File: src/rtl/lbp_map.svh
// Purpose: Offsets, field positions, reset values and timing counts
// Assumes: 40 MHz core clock
// Notes:   Definitions only
`ifndef LBP_MAP_SVH
`define LBP_MAP_SVH

// ****************************************************************
// Register offsets (APB byte addresses)
// ****************************************************************
`define LBP_CTRL_OFS        12'h000
`define LBP_STATUS_OFS      12'h004
`define LBP_LEVEL_OFS       12'h008
`define LBP_PERIOD_OFS      12'h00c

// ****************************************************************
// Field positions
// ****************************************************************
`define LBP_CTRL_RANGE_BIT  0
`define LBP_CTRL_STEP_BIT   1
`define LBP_CTRL_SWHOLD_BIT 2
`define LBP_ST_OUT_BIT      0
`define LBP_ST_ZERO_BIT     1
`define LBP_ST_DIR_BIT      2
`define LBP_ST_HOLD_BIT     3
`define LBP_ST_TERM_BIT     4

// ****************************************************************
// Reset values
// ****************************************************************
`define LBP_CTRL_RST        3'h0
`define LBP_LEVEL_RST       8'h00

// ****************************************************************
// Timing
// ****************************************************************
`define LBP_PERIOD_NS       20000000
`define LBP_CLK_NS          25
`define LBP_DLY_CYC         4

`endif

File: src/rtl/lbp_pkg.sv
// Purpose: Types shared by the brightness PWM files
// Assumes: Nothing
// Notes:   Constants live in lbp_map.svh
package lbp_pkg;

    // APB request from master
    typedef struct packed {
        logic        psel;
        logic        penable;
        logic        pwrite;
        logic [11:0] paddr;
        logic [31:0] pwdata;
    } lbp_apb_req_t;

    // APB answer to master
    typedef struct packed {
        logic        pready;
        logic        pslverr;
        logic [31:0] prdata;
    } lbp_apb_rsp_t;

    // Button pair, active low at the pins
    typedef struct packed {
        logic plus_n;
        logic minus_n;
    } lbp_buttons_t;

endpackage

File: src/rtl/lbp_led_pwm.sv
// Purpose: Button-controlled LED brightness PWM with APB registers
// Assumes: Buttons already synchronous, active low; 40 MHz clock
// Notes:   led_o high means LED off (open-drain pulls low to light)
//
// Summary of operation
// - PWM period equals period counter wrap, 20 ms
// - Comparator takes level and ramp, 8 bits
// - Default range: duty equals level over 256
// - Range select: 0-99.61% or 0.39-100%
// - Hold high freezes the level counter
// - Up count to 255, one-cycle terminal pulse
// - Down count to 0, one-cycle terminal pulse
// - Hold from 3-input function of buttons
// - Direction from zero flop and plus button
// - Terminal pulse powers down PWM, forces 0%
// - Output NOR of flop and PWM; NAND
// - Delay cell delays both edges
// - Step mode: one press, one step
// - Sweep mode reaches 0/256 and 256/256
//
// The APB register port and the register addresses were chosen for this implementation.
`timescale 1ns/1ps
`default_nettype none
`include "lbp_map.svh"
module lbp_led_pwm #(
    parameter int PERIOD_NS = `LBP_PERIOD_NS,
    parameter int CLK_NS    = `LBP_CLK_NS,
    parameter int DLY_CYC   = `LBP_DLY_CYC
) (
    input  wire logic                  clk_i,
    input  wire logic                  reset_n_i,
    input  wire logic                  ce_i,
    input  wire lbp_pkg::lbp_buttons_t btn_i,
    input  wire lbp_pkg::lbp_apb_req_t apb_i,
    output var  lbp_pkg::lbp_apb_rsp_t apb_o,
    output var  logic                  led_o,
    output var  logic                  led_oe_n_o,
    output var  logic                  pwm_o
);
    import lbp_pkg::*;

    // ****************************************************************
    // Timing derivation
    // ****************************************************************
    // Tick length: period split into 256 ramp steps, rounded down
    localparam int TICK_CYC = PERIOD_NS / (CLK_NS * 256);

    initial begin
        if (TICK_CYC < 1 || TICK_CYC > 65535) $error("lbp_led_pwm: bad period");
        if (DLY_CYC < 1 || DLY_CYC > 255) $error("lbp_led_pwm: bad delay");
    end

    // ****************************************************************
    // State
    // ****************************************************************
    typedef enum logic [1:0] {
        ST_IDLE  = 2'b00,
        ST_SETUP = 2'b01,
        ST_DONE  = 2'b10
    } lbp_btn_state_t;

    logic [2:0]     ctrl_r;
    logic [15:0]    tick_r;
    logic [7:0]     ramp_r;
    logic [7:0]     level_r;
    logic           term_r;
    logic           term_seen_r;
    logic           zero_r;
    logic           pwm_r;
    lbp_btn_state_t bst_r;
    logic           step_ok_r;

    logic plus;
    logic minus;
    logic nand_out;
    logic hold;
    logic dir_up;
    logic zero_path;
    logic zero_dly;
    logic tick_end;
    logic range_hi;
    logic step_mode;
    logic cmp;

    // Buttons pull pins low when pressed
    assign plus      = ~btn_i.plus_n;
    assign minus     = ~btn_i.minus_n;
    assign range_hi  = ctrl_r[`LBP_CTRL_RANGE_BIT];
    assign step_mode = ctrl_r[`LBP_CTRL_STEP_BIT];
    assign tick_end  = (tick_r == 16'(TICK_CYC - 1));

    // ****************************************************************
    // Glue gates
    // ****************************************************************
    // NAND conditioning of the raw pins: high while any button pressed
    assign nand_out  = ~(btn_i.plus_n & btn_i.minus_n);
    // Hold when no button, both buttons, software hold, or step used up
    assign hold      = ~nand_out | (plus & minus) | ctrl_r[`LBP_CTRL_SWHOLD_BIT]
                       | (step_mode & ~step_ok_r);
    // Down only while zero flop low and plus released; plus raises level
    assign dir_up    = zero_r | plus;
    // Latched top-end pulse steers the zero path; minus breaks it at once
    assign zero_path = term_seen_r & ~minus;

    lbp_edge_delay #(
        .DLY (DLY_CYC)
    ) u_dly (
        .clk_i     (clk_i),
        .reset_n_i (reset_n_i),
        .ce_i      (ce_i),
        .d_i       (zero_path),
        .q_o       (zero_dly)
    );

    // ****************************************************************
    // Period counter
    // ****************************************************************
    // Ramp advances every tick, wraps every 256 ticks = 20 ms
    always_ff @(posedge clk_i) begin
        if (!reset_n_i) begin
            tick_r <= 16'h0000;
            ramp_r <= 8'h00;
        end else if (ce_i) begin
            if (tick_end) begin
                tick_r <= 16'h0000;
                ramp_r <= ramp_r + 8'h01;
            end else begin
                tick_r <= tick_r + 16'h0001;
            end
        end
    end

    // ****************************************************************
    // Step gate for single-press mode
    // ****************************************************************
    // One step per press; a held button gives no repeat
    always_ff @(posedge clk_i) begin
        if (!reset_n_i) begin
            bst_r     <= ST_IDLE;
            step_ok_r <= 1'b0;
        end else if (ce_i) begin
            case (bst_r)
                ST_IDLE: begin
                    if (nand_out) begin
                        bst_r     <= ST_SETUP;
                        step_ok_r <= 1'b1;
                    end
                end
                ST_SETUP: begin
                    if (tick_end) begin
                        bst_r     <= ST_DONE;
                        step_ok_r <= 1'b0;
                    end
                end
                ST_DONE: begin
                    if (!nand_out) begin
                        bst_r <= ST_IDLE;
                    end
                end
                default: begin
                    bst_r     <= ST_IDLE;
                    step_ok_r <= 1'b0;
                end
            endcase
        end
    end

    // ****************************************************************
    // Level counter
    // ****************************************************************
    // Moves one count per tick so a held button sweeps in about 20 ms
    always_ff @(posedge clk_i) begin
        if (!reset_n_i) begin
            level_r <= `LBP_LEVEL_RST;
            term_r  <= 1'b0;
        end else if (ce_i) begin
            term_r <= 1'b0;
            if (apb_i.psel && apb_i.penable && apb_i.pwrite
                && apb_i.paddr == `LBP_LEVEL_OFS) begin
                level_r <= apb_i.pwdata[7:0];
            end else if (tick_end && !hold) begin
                if (dir_up) begin
                    if (level_r == 8'hff) begin
                        term_r <= 1'b1;
                    end else begin
                        level_r <= level_r + 8'h01;
                    end
                end else begin
                    if (level_r == 8'h00) begin
                        term_r <= 1'b1;
                    end else begin
                        level_r <= level_r - 8'h01;
                    end
                end
            end
        end
    end

    // ****************************************************************
    // Zero duty flop
    // ****************************************************************
    // Terminal pulse at the top latches zero; minus releases it
    always_ff @(posedge clk_i) begin
        if (!reset_n_i) begin
            term_seen_r <= 1'b0;
            zero_r      <= 1'b0;
        end else if (ce_i) begin
            if (term_r && dir_up) begin
                term_seen_r <= 1'b1;
            end else if (minus) begin
                term_seen_r <= 1'b0;
            end
            zero_r <= zero_dly;
        end
    end

    // ****************************************************************
    // Comparator and output
    // ****************************************************************
    // High range adds one step so full scale reaches 100%
    always_comb begin
        if (range_hi) begin
            cmp = ({1'b0, ramp_r} <= {1'b0, level_r});
        end else begin
            cmp = (ramp_r < level_r);
        end
    end

    // Power-down from terminal pulse blanks the PWM; NOR forms the pin
    always_ff @(posedge clk_i) begin
        if (!reset_n_i) begin
            pwm_r      <= 1'b0;
            pwm_o      <= 1'b0;
            led_o      <= 1'b1;
            led_oe_n_o <= 1'b1;
        end else if (ce_i) begin
            pwm_r      <= cmp & ~term_r;
            pwm_o      <= pwm_r;
            led_o      <= ~(zero_r | pwm_r);
            led_oe_n_o <= ~(zero_r | pwm_r); // Open drain: drive low only
        end
    end

    // ****************************************************************
    // APB slave
    // ****************************************************************
    // Zero wait states; unmapped addresses raise pslverr
    always_ff @(posedge clk_i) begin
        if (!reset_n_i) begin
            ctrl_r <= `LBP_CTRL_RST;
        end else if (ce_i && apb_i.psel && apb_i.penable && apb_i.pwrite
                     && apb_i.paddr == `LBP_CTRL_OFS) begin
            ctrl_r <= apb_i.pwdata[2:0];
        end
    end

    always_ff @(posedge clk_i) begin
        if (!reset_n_i) begin
            apb_o <= '0;
        end else if (ce_i) begin
            apb_o.pready  <= apb_i.psel && !apb_i.penable;
            apb_o.pslverr <= 1'b0;
            apb_o.prdata  <= 32'h0000_0000;
            if (apb_i.psel && !apb_i.penable) begin
                case (apb_i.paddr)
                    `LBP_CTRL_OFS:   apb_o.prdata <= {29'h0, ctrl_r};
                    `LBP_STATUS_OFS: apb_o.prdata <= {27'h0, term_seen_r, hold,
                                                      dir_up, zero_r, pwm_r};
                    `LBP_LEVEL_OFS:  apb_o.prdata <= {24'h0, level_r};
                    `LBP_PERIOD_OFS: apb_o.prdata <= {24'h0, ramp_r};
                    default:         apb_o.pslverr <= 1'b1;
                endcase
            end
        end
    end
endmodule // lbp_led_pwm
`default_nettype wire

File: src/rtl/lbp_edge_delay.sv
// Purpose: Edge delay cell delaying both edges of its input
// Assumes: Clock-enabled synchronous logic
// Notes:   Output follows input after DLY stable cycles
`timescale 1ns/1ps
`default_nettype none
module lbp_edge_delay #(
    parameter int DLY = 4
) (
    input  wire logic clk_i,
    input  wire logic reset_n_i,
    input  wire logic ce_i,
    input  wire logic d_i,
    output var  logic q_o
);
    import lbp_pkg::*;

    initial begin
        if (DLY < 1 || DLY > 255) $error("lbp_edge_delay: DLY out of range");
    end

    logic [7:0] cnt_r;

    // Both rising and falling edges wait DLY cycles; glitches shorter are absorbed
    always_ff @(posedge clk_i) begin
        if (!reset_n_i) begin
            cnt_r <= 8'h00;
            q_o   <= 1'b0;
        end else if (ce_i) begin
            if (d_i == q_o) begin
                cnt_r <= 8'h00;
            end else if (cnt_r == 8'(DLY - 1)) begin
                cnt_r <= 8'h00;
                q_o   <= d_i;
            end else begin
                cnt_r <= cnt_r + 8'h01;
            end
        end
    end
endmodule // lbp_edge_delay
`default_nettype wire

File: config.mk
export PLATFORM = sky130hd
export DESIGN_NAME = lbp_led_pwm
export DESIGN_NICKNAME = d
export VERILOG_FILES = /design/src/rtl/lbp_pkg.sv /design/src/rtl/lbp_led_pwm.sv /design/src/rtl/lbp_edge_delay.sv
export VERILOG_INCLUDE_DIRS = /design/src /design/src/rtl
export SDC_FILE = /design/constraint.sdc
export NUM_CORES = 1
export LEC_CHECK = 0
export BUFFER_PORTS_ARGS = -buffer_cell sky130_fd_sc_hd__buf_4
export CORE_MARGIN = 3
export CORE_UTILIZATION = 30
export CTS_CLUSTER_DIAMETER = 100
export CTS_CLUSTER_SIZE = 20
export DETAILED_ROUTE_END_ITERATION = 10
export GPL_ROUTABILITY_DRIVEN = 0
export PLACE_DENSITY = 0.54
export SYNTH_ARGS = -nofsm -noshare
export SYNTH_HDL_FRONTEND = slang
export SYNTH_HIERARCHICAL = 1
export SYNTH_SLANG_ARGS = --single-unit
File: constraint.sdc
create_clock -name clk_i -period 3.58 [get_ports clk_i]
set_clock_uncertainty 0.2 [all_clocks]
set_input_delay 0.358 -clock clk_i [delete_from_list [all_inputs] [get_ports clk_i]]
set_output_delay 0.358 -clock clk_i [all_outputs]
set_load 0.02 [all_outputs]
==> results.yml, run 1 <==
die:
  io_pins: 89
  start_util_pct: 31.0
  fp.dieW_um: 118
  fp.dieH_um: 118
  std_cell_rows: 40
  core_um2: 12200
  dieArea_um2: 13900
grt:
  grt_usage_pct: 13.3
  antenna_found_initial: 0
  grt_start_max_net_pins: 37
  gr-total-overflow: 0
  grt_first_pass_wirelength_mm: 15.3
  grt_pass1_vias: 3116
synthesis:
  ys_seq_elements: 63
  synth_edf_count: 0
  synth_ff_type: "dfxtp_1"
  synthCells: 438
  seq_area_frac_synth_pct: 33.5
  synth_top_area_share_pct: 33.5
  synthArstFlopShare_pct: 0
  synth_area_leaders: "dfxtp_1 (33%), buf_4 (5.2%), ha_1 (5.0%), nor2_1 (4.8%), a21oi_1 (3.6%)"
  synth_top_area_cell: "dfxtp_1"
  yosys.cell_types.count: 65
  synth.avg_cell_area_um2: 8.60
  ys_warn_count: 6
  syn-cell-area_um2: 3770
power_and_ir_drop:
  p_per_area_nw_per_um2: 386
  ir_drop_uv: 197
  leakagePower_uw: 0.00167
place:
  placed_area_um2: 4120
  io_buffer_count: 40
  hpwlAfterDp_mm: 6.47
  dp_cells: 631
drt:
  viasPerCell: 4.90
  drtAntennaViolNets: 0
  drc: 0
  totalWireLength_mm: 9.00
  wl_per_cell_um: 13.9
  firstDrtPassIters: 4
  route.vias.total: 3173
  drtIter0Drc: 147
timing:
  period_share_pct: 70.8
  setup_viol: 0
  grt_setup_unrepaired: "false"
  fmax_ghz: 0.395
  slew_violations: 0
  max_slew_margin_pct: 55.3
  fin_tns_setup_ps: 0
  tightestPinTransition_ps: 664
  fin_crit_ps: 2530
  hold_viol_final: 0
clocking:
  ctsResizeCount: 0
  clock_latency_ps: 330
  cts_root_buf: "clkbuf_16"
  clkTransAtPathRegs_ps: 60
  cts_sinks: 63
  htreeDepth: 3
  clockBufferDepth: 2
  postCtsHoldBufs: 0
  cts_tree: "built"
  post_cts_buffers: 0
  cts_buffers: 9
finish:
  synthToLayoutAreaGrowth_pct: 17.1
  drive_above_1_share_pct: 16.9
  mostFrequentLayoutCells: "dfxtp_1 (63), nor2_1 (48), buf_4 (42), nand2_1 (34), a21oi_1 (27)"
  layout.nets: 541
  multiInputGateArea_um2: 2270
  regArea_um2: 1260
  layout.cells.non_filler: 647
  fillers: 1260
  final_common_cell: "dfxtp_1"
  antenna_cells: 0
  fin_area_um2: 4410
setup_path:
  crit_path_start_kind: "flip-flop"
  crit_type: "reg2reg"
  required_ps: 3570
  crit_path_max_fanout: 16
  worstSetupEndpointType: "flip-flop"
  cp_data_arrival_time_ps: 2530
outcome:
  outcome: "finished, final reports clean"
min_path:
  hold_path.class: "in2reg"
flow_run:
  cap_violations: 0
## stage by stage
stage	hold WS (ps)	utilization (%)	worst slack [ps]	total power (uW)
2_1_floorplan	240	-	1230	833
3_3_place_gp	258	33.9	889	858
3_5_place_dp	259	33.9	890	860
6_report	80.5	36.3	1050	1700
5_1_grt	82.0	36.3	829	1770
4_1_cts	64.9	36.3	1020	1720
## worst max-delay path, cell delays in order, from the launching register on
cell,delay (ps)
dfxtp_1,340
or4_1,620
nor4_4,430
nand2_1,200
nand2_1,480
nor2_1,120
## metal layers
layer  share of wire [%]  vias up  global-route usage (%)
met5                   0        -                       0
met4                 1.7        0                    5.86
met3                 5.4       14                    3.75
met2                  44       74                    20.7
met1                  48     1492                    17.0
li1                    -     1593                       -
## layout make-up
class                           instances  share of cell area [%]
Tap cell                              168                    4.76
Inverter                               16                    1.36
Sequential cell                        63                    28.6
Clock buffer                           10                    5.19
Clock inverter                          6                    1.39
Multi-Input combinational cell        342                    51.6
Timing Repair Buffer                   42                    7.15
## flip-flops by register name (all words and copies together) (netlist names), 2 cells and up
name and count:
bst_r 2, ctrl_r 3, level_r 8, apb_o 10
u_dly/cnt_r 8, tick_r 16, ramp_r 8
## power breakdown
group	switching (uW)	internal [uW]	total [uW]
sequential	5.59	707	712
clock	319	536	855
combinational	86.1	46.9	133
## cell usage after synthesis, types with 2 or more instances
cell type and instances:
o211ai_1 5, o211a_1 2, nor4_4 5, a211oi_1 3, mux2i_1 13, buf_4 26
a41oi_1 2, nor2b_1 11, buf_1 2, nand4_1 15, and3_1 7, a22oi_1 3
nor4_1 6, nor3_1 8, xor2_1 12, nor2_1 48, nand2_1 34, ha_1 15
clkbuf_1 10, inv_1 15, nand3_1 19, dfxtp_1 63, o221a_2 2, o21ai_0 12
a22o_1 2, xnor2_1 12, mux2_2 2, or3_1 3, nand2b_1 6, o31ai_1 4
a31oi_1 4, and2_1 5, mux4_2 3, or4_1 2, a21oi_1 27
## path summary, 6_finish.rpt
check	end	start	slack (ps)	cells past startpoint
setup / recovery	tick_r[13]$_SDFFE_PN0P_	tick_r[6]$_SDFFE_PN0P_	1050	5
hold / removal	ctrl_r[1]$_SDFFE_PN0P_	apb_i[1]	80	3
setup reg to reg	tick_r[13]$_SDFFE_PN0P_	tick_r[6]$_SDFFE_PN0P_	1050	5
hold reg to reg	apb_o[0]$_SDFFE_PN0P_	apb_o[0]$_SDFFE_PN0P_	260	2
## cell families (layout without fill, tap and decap cells)
group / count (synthesis) / count (layout) / synth area share, %
and+or+nand+nor: 184 / 184 / 27.5
DFF: 63 / 63 / 33.5
muxes: 18 / 18 / 5.85
other: 1 / 24 / 0.0996
buffers and inverters: 56 / 74 / 8.41
adders and majority gates: 15 / 15 / 4.98
xor gates and xnor gates: 24 / 24 / 5.58
AOI/OAI and AO/OA: 77 / 77 / 14.1
(Power assumes the default switching activity.)
==> run 2, diff against run 1 <==
--- a/config.mk
+++ b/config.mk
@@ -13,7 +13,7 @@
 export CTS_CLUSTER_SIZE = 20
 export DETAILED_ROUTE_END_ITERATION = 10
 export GPL_ROUTABILITY_DRIVEN = 0
-export PLACE_DENSITY = 0.54
+export PLACE_DENSITY = 0.55
 export SYNTH_ARGS = -nofsm -noshare
 export SYNTH_HDL_FRONTEND = slang
 export SYNTH_HIERARCHICAL = 1
==> constraint.sdc (replaced) <==
create_clock -name clk_i -period 2.1 [get_ports clk_i]
set_clock_uncertainty 0.2 [all_clocks]
set_input_delay 0.21 -clock clk_i [delete_from_list [all_inputs] [get_ports clk_i]]
set_output_delay 0.21 -clock clk_i [all_outputs]
set_load 0.02 [all_outputs]
==> run 2 against run 1 <==
Effect of this change:
- the flow now finishes with violations (setup timing)
- worst setup slack worse by 1300 ps
- core utilization is 7.0 points higher
- fmax is 8.3% higher
- clock power is 81% higher
- design area is 19% higher
- wire length is 18% higher
- highest routed layer unchanged
==> results.yml, run 2 (synthesis gave the netlist of run 1 again) <==
clocking:
  cts_root_buf: "clkbuf_16"
  cts_buffers: 9
  htreeDepth: 3
  cts_sinks: 63
  clock_latency_ps: 320
  cts_tree: "built"
  clockBufferDepth: 2
  clkTransAtPathRegs_ps: 60
finish:
  layout.cells.non_filler: 712
  final_common_cell: "buf_4"
  fin_area_um2: 5260
  mostFrequentLayoutCells: "buf_4 (93), dfxtp_1 (60), nor2_1 (34), nand2_1 (30), conb_1 (24)"
  reg_top3: "tick_r x16, apb_o x10"
  synthToLayoutAreaGrowth_pct: 39.8
  largest_register_ffs: 16
  drive_above_1_share_pct: 33.8
  layout.nets: 606
  regMostFlops: "tick_r"
  antenna_cells: 0
setup_path:
  crit_type: "reg2reg"
  reg2reg_depth: 7
  slowest_stage: "or4_4"
  crit_path_start_kind: "flip-flop"
  worstSetupEndpointType: "flip-flop"
  rrSetupSlack_ps: -240
  crit_path_max_fanout: 3
  required_ps: 2170
  cp_data_arrival_time_ps: 2410
  cpPeakStageDelay_ps: 570
  crit_chain: "or4_4, nor4_4, buf_4, nand2_1, or3_1, o22ai_1, or2_1"
power_and_ir_drop:
  ir_drop_uv: 365
  p_per_area_nw_per_um2: 586
  leakagePower_uw: 0.00206
drt:
  drtIter0Drc: 214
  route.vias.total: 3487
  totalWireLength_mm: 10.6
  drc: 0
  drtAntennaViolNets: 0
  firstDrtPassIters: 5
  viasPerCell: 4.90
  wl_per_cell_um: 14.9
die:
  fp.dieH_um: 118
  dieArea_um2: 13900
  std_cell_rows: 40
  core_um2: 12200
  io_pins: 89
  start_util_pct: 31.0
  fp.dieW_um: 118
min_path:
  hold_path.class: "in2reg"
  holdPathStages: 3
grt:
  grt_start_max_net_pins: 37
  grt_pass1_vias: 3565
  grt_first_pass_wirelength_mm: 18.0
  antenna_found_initial: 0
  gr-total-overflow: 0
  grt_usage_pct: 15.4
timing:
  setup_viol: 32
  hold_ws_ps: 22.0
  period_share_pct: 111
  slew_violations: 0
  grt_setup_unrepaired: "true"
  hold_viol_final: 0
  fin_tns_setup_ps: -3310
  fin_crit_ps: 2340
  fmax_ghz: 0.427
  fin_ws_ps: -240
outcome:
  outcome: "finished with violations"
  violations: "setup timing"
place:
  hpwlAfterDp_mm: 7.49
  placed_area_um2: 4610
  dp_cells: 688
  io_buffer_count: 40
flow_run:
  cap_violations: 0
run 2: cell count changes in the layout (fill, tap and decap cells not counted), moves of 3 or more:
| cell | delta |
|---|---|
| o31ai_1 | -3 |
| nor2_4 | +10 |
| buf_6 | +6 |
| dfxtp_1 | -3 |
| nor2_1 | -14 |
| nor2_2 | +4 |
| a21oi_1 | -4 |
| nand2_1 | -4 |
| dlygate4sd3_1 | +4 |
| buf_4 | +51 |
| o31ai_2 | +3 |
| a21oi_2 | +4 |
run 2: worst max-delay path: cells and delay by family, from the launching register on:
| kind | cells | cell delay, ps |
|---|---|---|
| buffers and inverters | 1 | 200 |
| AO/OA/AOI/OAI | 1 | 120 |
| flip-flops | 1 | 320 |
| AND/OR/NAND/NOR | 5 | 1440 |
run 2: area by class of cell:
class	instances	area, um^2
clock inverters	5	56.3
fillers	1201	6900
clock buffers	11	253
inverters	16	62.6
flip-flops and latches	63	1270
repair buffers	106	873
well taps	168	210
multi-input cells	343	2540
run 2: report_power, final:
group / internal (uW) / switching, uW
clock: 981 / 566
sequential: 1210 / 6.64
combinational: 136 / 187
total: 2320 / 760
run 2: final timing paths:
check | end | startpoint
hold / removal | level_r[4]$_SDFFE_PN0P_ | apb_i[4]
setup reg to reg | level_r[7]$_SDFFE_PN0P_ | tick_r[7]$_SDFFE_PN0P_
setup / recovery | level_r[7]$_SDFFE_PN0P_ | tick_r[7]$_SDFFE_PN0P_
hold reg to reg | apb_o[1]$_SDFFE_PN0P_ | apb_o[1]$_SDFFE_PN0P_
run 2: metrics by stage:
stage	power, uW	worst slack (ps)	util, %
2_1_floorplan	1430	-185	-
3_3_place_gp	1510	-224	37.9
3_5_place_dp	1520	-272	37.9
4_1_cts	3100	-241	42.5
5_1_grt	3200	-310	43.3
6_report	3080	-240	43.3
run 2: metal layers:
layer	track usage, %	vias up	share of wire (%)
met2	24.8	93	47
met4	4.25	0	0.90
met5	0	-	0
met1	20.8	1657	47
met3	3.60	8	4.6
li1	-	1729	-
run 2: timing repair:
item | CTS | global route
resized for setup | 41 | 19
setup endpoints to repair | 34 | 36
hold endpoints to repair | 5 | 0
pin swaps | 26 | 6
hold buffers | 4 | 0
cloned | 2 | 0
setup buffers | 2 | 1
==> run 3, diff against run 2 <==
--- a/config.mk
+++ b/config.mk
@@ -9,6 +9,7 @@
 export BUFFER_PORTS_ARGS = -buffer_cell sky130_fd_sc_hd__buf_4
 export CORE_MARGIN = 3
 export CORE_UTILIZATION = 30
+export CTS_BUF_LIST = sky130_fd_sc_hd__clkbuf_4 sky130_fd_sc_hd__clkbuf_8
 export CTS_CLUSTER_DIAMETER = 100
 export CTS_CLUSTER_SIZE = 20
 export DETAILED_ROUTE_END_ITERATION = 10
==> run 3 against run 2 <==
Effect of this change:
- sequential power is essentially flat
- via count grew 1.2%
- final cell count grew 0.28%
- critical endpoint is now level_r[6]$_SDFFE_PN0P_
- largest cell class unchanged
- the flow still finishes with violations (setup timing)
- highest routed layer unchanged
==> results.yml, run 3 (synthesis gave the netlist of run 1 again) <==
outcome:
  outcome: "finished with violations"
  violations: "setup timing"
die:
  core_um2: 12200
  start_util_pct: 31.0
  fp.dieH_um: 118
  dieArea_um2: 13900
  io_pins: 89
  std_cell_rows: 40
  fp.dieW_um: 118
finish:
  final_common_cell: "buf_4"
  mostFrequentLayoutCells: "buf_4 (95), dfxtp_1 (59), nor2_1 (43), nand2_1 (31), a21oi_1 (25)"
  drive_above_1_share_pct: 31.1
  reg_top3: "tick_r x16, apb_o x10"
  antenna_cells: 0
  layout.nets: 608
  largest_register_ffs: 16
  layout.cells.non_filler: 714
  synthToLayoutAreaGrowth_pct: 35.1
  regMostFlops: "tick_r"
setup_path:
  timing.rr.start: "tick_r[0]$_SDFFE_PN0P_"
  crit_type: "reg2reg"
  worstSetupEndpointType: "flip-flop"
  cp_top_family: "simple AND/OR/NAND/NOR gates"
  worstReg2RegEnd: "level_r[6]$_SDFFE_PN0P_"
  reg2reg_depth: 8
  path_buf_inv: 1
  crit_chain: "inv_2, ha_4, or3b_4, nor4_4, nand2_2, or2_1, o211a_1, o31a_1"
  slowest_stage: "or3b_4"
  crit_path_max_fanout: 3
  crit_path_start_kind: "flip-flop"
  required_ps: 2120
  cp_data_arrival_time_ps: 2360
  cpPeakStageDelay_ps: 390
  rrSetupSlack_ps: -240
drt:
  route.vias.total: 3528
  firstDrtPassIters: 5
  wl_per_cell_um: 14.5
  drc: 0
  drtAntennaViolNets: 0
  totalWireLength_mm: 10.3
  drtIter0Drc: 211
  viasPerCell: 4.94
timing:
  period_share_pct: 111
  hold_ws_ps: 14.2
  fmax_ghz: 0.428
  hold_viol_final: 0
  grt_setup_unrepaired: "true"
  slew_violations: 0
  fin_ws_ps: -235
  fin_tns_setup_ps: -1960
  setup_viol: 20
  fin_crit_ps: 2340
clocking:
  clock_latency_ps: 330
  htreeDepth: 3
  cts_sinks: 63
  cts_buffers: 9
  clkTransAtPathRegs_ps: 80
  cts_tree: "built"
  cts_root_buf: "clkbuf_8"
  clockBufferDepth: 2
power_and_ir_drop:
  power_uw: 2640
  leakagePower_uw: 0.00203
  p_per_area_nw_per_um2: 519
  ir_drop_uv: 336
min_path:
  worstHoldStart: "apb_i[4]"
  holdPathStages: 3
  holdPathEnd: "level_r[4]$_SDFFE_PN0P_"
  hold_path.class: "in2reg"
grt:
  grt_pass1_vias: 3578
  grt_start_max_net_pins: 37
  gr-total-overflow: 0
  grt_first_pass_wirelength_mm: 17.7
  grt_usage_pct: 15.1
  antenna_found_initial: 0
place:
  hpwlAfterDp_mm: 7.49
  io_buffer_count: 40
  dpl_worst_slack_ps: -272
  dp_cells: 688
flow_run:
  cap_violations: 0
run 3: routing by layer:
metal / wire length (um) / vias to the layer above / track usage (%)
li1: - / 1732 / -
met1: 4930 / 1677 / 20.5
met2: 4700 / 103 / 23.9
met3: 493 / 16 / 2.74
met4: 206 / 0 / 5.71
met5: 0 / - / 0
run 3: worst max path at each step:
stage                            start                 endpoint  slack, ps  depth (start not counted)
6_report        tick_r[0]$_SDFFE_PN0P_  level_r[6]$_SDFFE_PN0P_       -240                          8
3_5_place_dp    tick_r[0]$_SDFFE_PN0P_    bst_r[0]$_SDFFE_PN0P_       -270                         10
2_1_floorplan   tick_r[0]$_SDFFE_PN0P_  level_r[6]$_SDFFE_PN0P_       -180                          8
4_1_cts        tick_r[12]$_SDFFE_PN0P_  level_r[6]$_SDFFE_PN0P_       -250                          6
5_1_grt         tick_r[0]$_SDFFE_PN0P_  level_r[6]$_SDFFE_PN0P_       -310                          8
3_3_place_gp    tick_r[0]$_SDFFE_PN0P_  level_r[6]$_SDFFE_PN0P_       -220                          8
run 3: cell type report:
cell class	instances	area [um^2]
fill	1223	7070
multi-input combinational	343	2450
sequential	63	1270
timing repair buffer	108	891
tap	168	210
clock buffer	11	151
inverter	16	60.1
clock inverter	5	56.3
run 3: per-stage QoR:
step,utilization (%),area [um^2]
3_5_place_dp,37.9,4610
2_1_floorplan,-,3890
3_3_place_gp,37.9,4610
6_report,41.8,5090
4_1_cts,41.1,5000
5_1_grt,41.8,5090
run 3: timing repair:
item,CTS,global route
cloned,2,0
setup buffers,3,3
hold buffers,5,0
resized for setup,15,21
hold endpoints to repair,6,0
endpoints found under the setup margin,34,36
pin swaps,7,10
run 3: power by group:
part	internal, uW	switching [uW]	total, uW	leakage (uW)
logic	138	181	319	0.00141
registers	1200	5.83	1210	0.000510
clock network	611	503	1110	0.000105
total	1950	690	2640	0.00203
run 3: worst register-to-register path: stages (launching register included):
cell,delay (ps)
dfxtp_4,340
inv_2,50
ha_4,110
or3b_4,390
nor4_4,340
nand2_2,120
or2_1,240
o211a_1,210
o31a_1,220
